<file path="config.mk">
export PLATFORM = sky130hd
export DESIGN_NAME = arw_result_regs
export DESIGN_NICKNAME = d
export VERILOG_FILES = /design/src/arw_result_regs.v
export VERILOG_INCLUDE_DIRS = /design/src /design/src/src
export SDC_FILE = /design/constraint.sdc
export NUM_CORES = 1
export LEC_CHECK = 0
export BUFFER_PORTS_ARGS = -buffer_cell sky130_fd_sc_hd__clkbuf_2
export CORE_ASPECT_RATIO = 1.4
export CORE_MARGIN = 5
export CORE_UTILIZATION = 40
export DETAILED_ROUTE_END_ITERATION = 8
export PLACE_DENSITY_LB_ADDON = 0.2
export RECOVER_POWER = 100
export SLEW_MARGIN = 10
export SYNTH_ARGS = -nofsm -noshare
export SYNTH_HDL_FRONTEND = slang
export SYNTH_SLANG_ARGS = --single-unit
</file>
<file path="constraint.sdc">
create_clock -name clk -period 15.8 [get_ports clk]
set_input_delay 4.74 -clock clk [delete_from_list [all_inputs] [get_ports clk]]
set_output_delay 4.74 -clock clk [all_outputs]
set_load 0.02 [all_outputs]
</file>
<file path="src/arw_defs.vh">
// Register map, field positions, reset values and encodings of the result block
`ifndef ARW_DEFS_VH
`define ARW_DEFS_VH

// ----------------------------------------
// Register offsets (byte index on the bus)
// ----------------------------------------
`define ARW_OFS_STAGE     8'h0D
`define ARW_OFS_RES_L     8'h10
`define ARW_OFS_RES_H     8'h11
`define ARW_OFS_WLO_L     8'h12
`define ARW_OFS_WLO_H     8'h13
`define ARW_OFS_WHI_L     8'h14
`define ARW_OFS_WHI_H     8'h15
`define ARW_OFS_TUNE      8'h16
`define ARW_OFS_FLAGS     8'h18
`define ARW_OFS_MASK      8'h19
`define ARW_OFS_MODE      8'h1A

// ----------------------------------------
// Fields and reset values
// ----------------------------------------
`define ARW_BIT_DONE      0
`define ARW_BIT_MATCH     1
`define ARW_BIT_DUTY      0
`define ARW_RST_TUNE      8'h01
`define ARW_RST_DUTY      1'b1
`define ARW_RST_BYTE      8'h00
`define ARW_RST_WORD      16'h0000
`define ARW_SAMPLE_MAX    10'h3FF
`define ARW_SAMPLE_MIN    10'h000
`define ARW_ACC_CEIL      16'hFFC0
`define ARW_MAX_ACC       64

// ----------------------------------------
// Window modes
// ----------------------------------------
`define ARW_WM_NONE       3'h0
`define ARW_WM_BELOW      3'h1
`define ARW_WM_ABOVE      3'h2
`define ARW_WM_INSIDE     3'h3
`define ARW_WM_OUTSIDE    3'h4

`endif

</file>
<file path="src/arw_result_regs.v">
// Result, window threshold and clock tuning registers of the converter
// Function
// One shared staging byte, software readable and writable
// Result word at 0x10/0x11, read only
// Single sample clamps to full scale or zero
// Accumulated result never exceeds the ceiling
// Ten-bit sample sits in result bits 9:0
// Results are unsigned, zero to full scale
// Window compares the finished sum only
// Low threshold word at 0x12, resets zero
// High threshold word at 0x14, resets zero
// Duty select bit chooses clock waveform
// Result read or write-one clears flags
// Window mode decides when match flag sets
// Low byte stages, high byte commits atomically
//
// The Wishbone interface to the registers was left to the implementer.
`include "arw_defs.vh"

module arw_result_regs #(
   parameter ACC_W = 16
) (
   // Clock and reset
   input  wire        clk,
   input  wire        sys_rst,
   // Wishbone slave
   input  wire        wb_cyc_i,
   input  wire        wb_stb_i,
   input  wire        wb_we_i,
   input  wire [7:0]  wb_adr_i,
   input  wire [3:0]  wb_sel_i,
   input  wire [31:0] wb_dat_i,
   output reg  [31:0] wb_dat_o,
   output reg         wb_ack_o,
   // Converter core
   input  wire        conv_valid,
   input  wire        conv_first,
   input  wire        conv_last,
   input  wire        conv_over,
   input  wire        conv_under,
   input  wire [9:0]  conv_sample,
   output reg         clock_duty_select,
   output reg         irq
);

   // ----------------------------------------
   // Register state
   // ----------------------------------------
   reg [7:0]       stage_q;
   reg [15:0]      conversion_output_value_q;
   reg [15:0]      window_low_threshold_q;
   reg [15:0]      window_high_threshold_q;
   reg [ACC_W-1:0] acc_q;
   reg             conversion_done_flag_q;
   reg             window_match_flag_q;
   reg [1:0]       mask_q;
   reg [2:0]       window_mode_select_q;

   // ----------------------------------------
   // Sample conditioning and accumulation
   // ----------------------------------------
   reg  [9:0]  sample_c;
   reg  [16:0] sum_c;
   reg  [15:0] acc_d;
   reg         hit_c;

   always @* begin
      // Pins beyond the reference or below ground pin the code
      if (conv_over)
         sample_c = `ARW_SAMPLE_MAX;
      else if (conv_under)
         sample_c = `ARW_SAMPLE_MIN;
      else
         sample_c = conv_sample;
      // Sample sits in the low bits, unsigned
      if (conv_first)
         sum_c = {7'h00, sample_c};
      else
         sum_c = {1'b0, acc_q[15:0]} + {7'h00, sample_c};
      // 64 x 0x3FF fits; saturate only if a core overruns the count
      if (sum_c > {1'b0, `ARW_ACC_CEIL})
         acc_d = `ARW_ACC_CEIL;
      else
         acc_d = sum_c[15:0];
   end

   // Compare the finished sum, never the single sample
   always @* begin
      case (window_mode_select_q)
         `ARW_WM_BELOW:
            hit_c = acc_d < window_low_threshold_q;
         `ARW_WM_ABOVE:
            hit_c = acc_d > window_high_threshold_q;
         `ARW_WM_INSIDE:
            hit_c = (acc_d > window_low_threshold_q) &&
                    (acc_d < window_high_threshold_q);
         `ARW_WM_OUTSIDE:
            hit_c = (acc_d < window_low_threshold_q) ||
                    (acc_d > window_high_threshold_q);
         default:
            hit_c = 1'b0;
      endcase
   end

   wire finish = conv_valid & conv_last;

   // ----------------------------------------
   // Bus decode
   // ----------------------------------------
   wire       req   = wb_cyc_i & wb_stb_i & ~wb_ack_o;
   wire       wr    = req & wb_we_i & wb_sel_i[0];
   wire       rd    = req & ~wb_we_i;
   wire [7:0] wbyte = wb_dat_i[7:0];
   wire       res_l_rd = rd & (wb_adr_i == `ARW_OFS_RES_L);
   wire       clr_done  = res_l_rd | (wr & (wb_adr_i == `ARW_OFS_FLAGS)
                          & wbyte[`ARW_BIT_DONE]);
   wire       clr_match = res_l_rd | (wr & (wb_adr_i == `ARW_OFS_FLAGS)
                          & wbyte[`ARW_BIT_MATCH]);

   reg [7:0] rdata_c;
   always @* begin
      case (wb_adr_i)
         `ARW_OFS_STAGE: rdata_c = stage_q;
         `ARW_OFS_RES_L: rdata_c = conversion_output_value_q[7:0];
         `ARW_OFS_RES_H: rdata_c = stage_q;
         `ARW_OFS_WLO_L: rdata_c = window_low_threshold_q[7:0];
         `ARW_OFS_WLO_H: rdata_c = stage_q;
         `ARW_OFS_WHI_L: rdata_c = window_high_threshold_q[7:0];
         `ARW_OFS_WHI_H: rdata_c = stage_q;
         `ARW_OFS_TUNE:  rdata_c = {7'h00, clock_duty_select};
         `ARW_OFS_FLAGS: rdata_c = {6'h00, window_match_flag_q,
                                    conversion_done_flag_q};
         `ARW_OFS_MASK:  rdata_c = {6'h00, mask_q};
         `ARW_OFS_MODE:  rdata_c = {5'h00, window_mode_select_q};
         default:        rdata_c = 8'h00;
      endcase
   end

   // ----------------------------------------
   // Bus answer: one wait-free cycle, ack for one cycle
   // ----------------------------------------
   always @(posedge clk) begin
      if (sys_rst) begin
         wb_ack_o <= 1'b0;
         wb_dat_o <= 32'h0000_0000;
      end else begin
         wb_ack_o <= req;
         wb_dat_o <= req ? {24'h00_0000, rdata_c} : 32'h0000_0000;
      end
   end

   // ----------------------------------------
   // Registers
   // ----------------------------------------
   always @(posedge clk) begin
      if (sys_rst) begin
         stage_q                   <= `ARW_RST_BYTE;
         conversion_output_value_q <= `ARW_RST_WORD;
         window_low_threshold_q    <= `ARW_RST_WORD;
         window_high_threshold_q   <= `ARW_RST_WORD;
         acc_q                     <= {ACC_W{1'b0}};
         clock_duty_select         <= `ARW_RST_DUTY;
         mask_q                    <= 2'h0;
         window_mode_select_q      <= `ARW_WM_NONE;
      end else begin
         if (conv_valid)
            acc_q <= acc_d[ACC_W-1:0];
         if (finish)
            conversion_output_value_q <= acc_d;
         // Low-byte read latches the high half for a coherent pair
         if (rd) begin
            case (wb_adr_i)
               `ARW_OFS_RES_L:
                  stage_q <= conversion_output_value_q[15:8];
               `ARW_OFS_WLO_L:
                  stage_q <= window_low_threshold_q[15:8];
               `ARW_OFS_WHI_L:
                  stage_q <= window_high_threshold_q[15:8];
               default: ;
            endcase
         end
         if (wr) begin
            case (wb_adr_i)
               `ARW_OFS_STAGE: stage_q <= wbyte;
               `ARW_OFS_WLO_L: stage_q <= wbyte;
               `ARW_OFS_WHI_L: stage_q <= wbyte;
               `ARW_OFS_WLO_H:
                  window_low_threshold_q <= {wbyte, stage_q};
               `ARW_OFS_WHI_H:
                  window_high_threshold_q <= {wbyte, stage_q};
               `ARW_OFS_TUNE:
                  clock_duty_select <= wbyte[`ARW_BIT_DUTY];
               `ARW_OFS_MASK:  mask_q <= wbyte[1:0];
               `ARW_OFS_MODE:  window_mode_select_q <= wbyte[2:0];
               default: ;
            endcase
         end
      end
   end

   // ----------------------------------------
   // Sticky flags: a finishing conversion beats a same-cycle clear
   // ----------------------------------------
   always @(posedge clk) begin
      if (sys_rst) begin
         conversion_done_flag_q <= 1'b0;
         window_match_flag_q    <= 1'b0;
         irq                    <= 1'b0;
      end else begin
         if (finish)
            conversion_done_flag_q <= 1'b1;
         else if (clr_done)
            conversion_done_flag_q <= 1'b0;
         if (finish & hit_c)
            window_match_flag_q <= 1'b1;
         else if (clr_match)
            window_match_flag_q <= 1'b0;
         irq <= |({window_match_flag_q, conversion_done_flag_q} & mask_q);
      end
   end

endmodule

</file>
==> results.md <==
* Ports at 99
* Clk Latency, worst-skew pair at 0.35 ns
* Number of global-route vias before repair at around 5100
* Detailed-route via count at 5231
* Post-synth top area cell: dfxtp_1
* Seq cells post-synth at 90
* Final TNS setup at 0 ns
* Clock Power Share at 0.360
* Tcrit/Tclk final at 0.6274
* Area Growth Syn to Fin at 9.242%
* Worst Path Arrival at a little over 10 ns
* CTS Sinks at 90
* Non-Filler Instances at 950
* Row count at 52
* Clock Pin Slew Worst Setup and Hold Paths at around 0.070 ns
* DR iter-0 viols at 340
* Root Buffer: clkbuf_16
* Gr ovfl total at 0
* Total wire length at between 15 and 20 mm
* Critical Path Start Type: input pin
* Flop pwr share at 0.425
* Synth cell count leaders: dfxtp_1 (90), nor2_1 (87), nand2_1 (80)
* Synth warn at 0
* Final Hold Fails at 0
* Initial Util at 0.4038
* CP Class: input pin to flop
* Least-Margin Pin Slew at about 3.6 ns
* Cell with the most instances after synthesis: dfxtp_1
* Die height at between 150 and 200 um
* Final GP Congestion at 0.9144
* Post-DP HPWL at 12.03 mm
* Min Tclk post-route at 9.913 ns
* Maximum clock insertion buffer count at 2
* Die Width at roughly 110 um
* Wire per inst at ~17 um
* Sw frac at 0.3094
* Psw at 0.0001735 W
* Multi-input gate area at approximately 0.0036 mm^2
* Synth Area per Inst at approximately 8 um^2
* Main synth FF type: dfxtp_1
* Max Clk Rate at between 100 and 150 MHz
* # placed instances at around 930
* Failing checks: max-capacitance violations, max-slew violations
* Critical path data required time at roughly 16 ns
* Num CTS Buffers at 9
* N_diodes at 0
* Post-synth EDFFs at 0
* Asr flop ratio synth at 0
* DRT Pass-1 Iters at 6
* Share of the synthesized area in the top cell type at 0.3117
* Fill count at 1493
* DRC violations left at 0
* Post-CTS Resized at 0
* Min-Delay Path Class: flop to flop
* Port bufs at 47
* PD cells at around 89 mW/mm^2
* Maxcap violations at 1
* RSZ-0062 raised after global routing: no
* Setup Skew at between 0.005 and 0.006 ns
* Max FO, Critical Path at 9
* Core Area at 0.01431 mm^2
* Synth Instances at 728
* Internal cell power at 0.0003874 W
* Run status: complete, but fails checks
* Gr usage total at 0.1891
* Post-CTS setup buffer count at 0
* Largest net degree at the start of global routing at 85
* Slew Limit Fails at 85
* Pleak at around 2.3 nW
* Layout cells sized above 1 at 0.1012
* H-tree depth at 3
* Worst slew margin at -1.426
* Synth top area cells: dfxtp_1 (31%), ha_1 (8.7%), a21oi_1 (6.7%), nor2_1 (5.6%), nand2_1 (5.2%)
* Post-synthesis sequential area ratio at 0.3117
* Die area at about 0.017 mm^2
* Worst hold slack at roughly 0.46 ns
* Distinct cells, synth at 74
* Final Worst Setup Slack at 5.887 ns
* Netlist Area Pre-Place at 0.005781 mm^2
* Place WS at ~6 ns
* Via density at 5.506
* Hold-fix buffers, CTS at 0
* Crit. End Element: flop
* Antenna violations before repair at 0
* FF+latch area at 0.001802 mm^2
* Worst vdd ir at between 0.04 and 0.05 mV
* First-pass GRT wire length at between 20 and 30 mm
* Post-DRT Antenna Nets at 0
* Final setup viols at 0
* NumNets Final at 861
* CTS tree: built
* Logic pwr share at 0.215
layer usage:
layer / routed length, um / global-route usage / share of wire / vias up
li1: - / - / - / 2580
met1: 6698 / 0.2285 / 0.41 / 2451
met2: 7986 / 0.3284 / 0.49 / 165
met3: 864 / 0.02463 / 0.053 / 35
met4: 660 / 0.09333 / 0.041 / 0
met5: 0 / 0 / 0 / -
area by class of cell:
class                           count  share of cell area
Multi-Input combinational cell    556              0.5657
Clock inverter                      7            0.008322
Timing Repair Buffer               51             0.03903
Tap cell                          189             0.03745
Clock buffer                        9             0.03566
Sequential cell                    90              0.2853
Inverter                           48             0.02853
through the flow:
step                  util  power [W]  cell area [um^2]
finish              0.4412  0.0005609              6315
global route        0.4412  0.0005885              6315
CTS                 0.4458  0.0005674              6381
detailed placement  0.4264  0.0003659              6103
global placement    0.4264  0.0003639              6103
floorplan                -  0.0003386              5867
cell usage in the layout, fill, tap and decap left out, drive strengths merged, types with 6 or more instances in the layout:
master,netlist,routed
o21ai,23,23
nor2,87,87
xnor2,6,6
mux2i,27,27
nand3,13,13
inv,47,49
clkbuf,26,57
nor3b,6,6
a21oi,79,79
nor2b,10,10
nor3,14,14
o211ai,6,6
dfxtp,90,90
a21o,14,14
and3,8,8
nand2,81,81
a222oi,14,14
nand2b,9,9
nand3b,10,10
nand4,9,9
conb,1,24
a211oi,17,17
xor2,7,7
ha,40,40
state kept, by name, summed over array words and instances, names as in the netlist, 2 cells and up:
signal                     count
window_low_threshold_q        16
conversion_output_value_q     16
window_mode_select_q           3
acc_q                         16
window_high_threshold_q       16
mask_q                         2
stage_q                        8
wb_dat_o                       8
power groups by stage:
| stage | Combinational [W] | Clock (W) | Sequential [W] |
|---|---|---|---|
| after global routing | 0.000135 | 0.000214 | 0.000239 |
| after floorplan | 0.0000972 | 0 | 0.000241 |
| after detailed placement | 0.000123 | 0 | 0.000243 |
| final | 0.000121 | 0.000202 | 0.000238 |
| after CTS | 0.000123 | 0.000206 | 0.000238 |
| after global placement | 0.000121 | 0 | 0.000243 |
path summary, 6_finish.rpt:
path	startpoint	end	slack, ns	cells after the start
setup / recovery	conv_under	window_match_flag_q	5.89	23
hold / removal	conversion_output_value_q[13]	conversion_output_value_q[13]	0.46	2
setup reg to reg	acc_q[1]	window_match_flag_q	10.57	20
hold reg to reg	conversion_output_value_q[13]	conversion_output_value_q[13]	0.46	2
cells by family (layout without fill, tap and decap cells):
logic type,count (synthesis),count (layout),synth area share
and+or+nand+nor,265,265,0.2216
muxes,29,29,0.05260
other,1,24,0.0006487
buffers and inverters,105,115,0.08485
AOI/OAI and AO/OA,184,184,0.2156
adders and majority gates,41,41,0.09004
DFF,90,90,0.3117
xor gates and xnor gates,13,13,0.02294
worst max-delay path, cell delays in order:
cell,delay [ns]
clkbuf_1,0.11
clkinv_1,0.25
a21o_1,0.30
ha_1,0.32
a211o_1,0.31
a211oi_1,0.49
nor4b_1,0.13
a211oi_1,0.42
nand4_2,0.18
o21bai_1,0.60
nor3_1,0.10
a21oi_1,0.36
inv_1,0.12
ha_1,0.31
a21o_1,0.16
a21oi_1,0.17
nor2b_1,0.06
o21ai_0,0.14
nand2_1,0.08
a211oi_1,0.31
nand2_1,0.09
o31a_1,0.29
o211ai_1,0.15
Note: power is estimated with default switching activity, not from simulation.
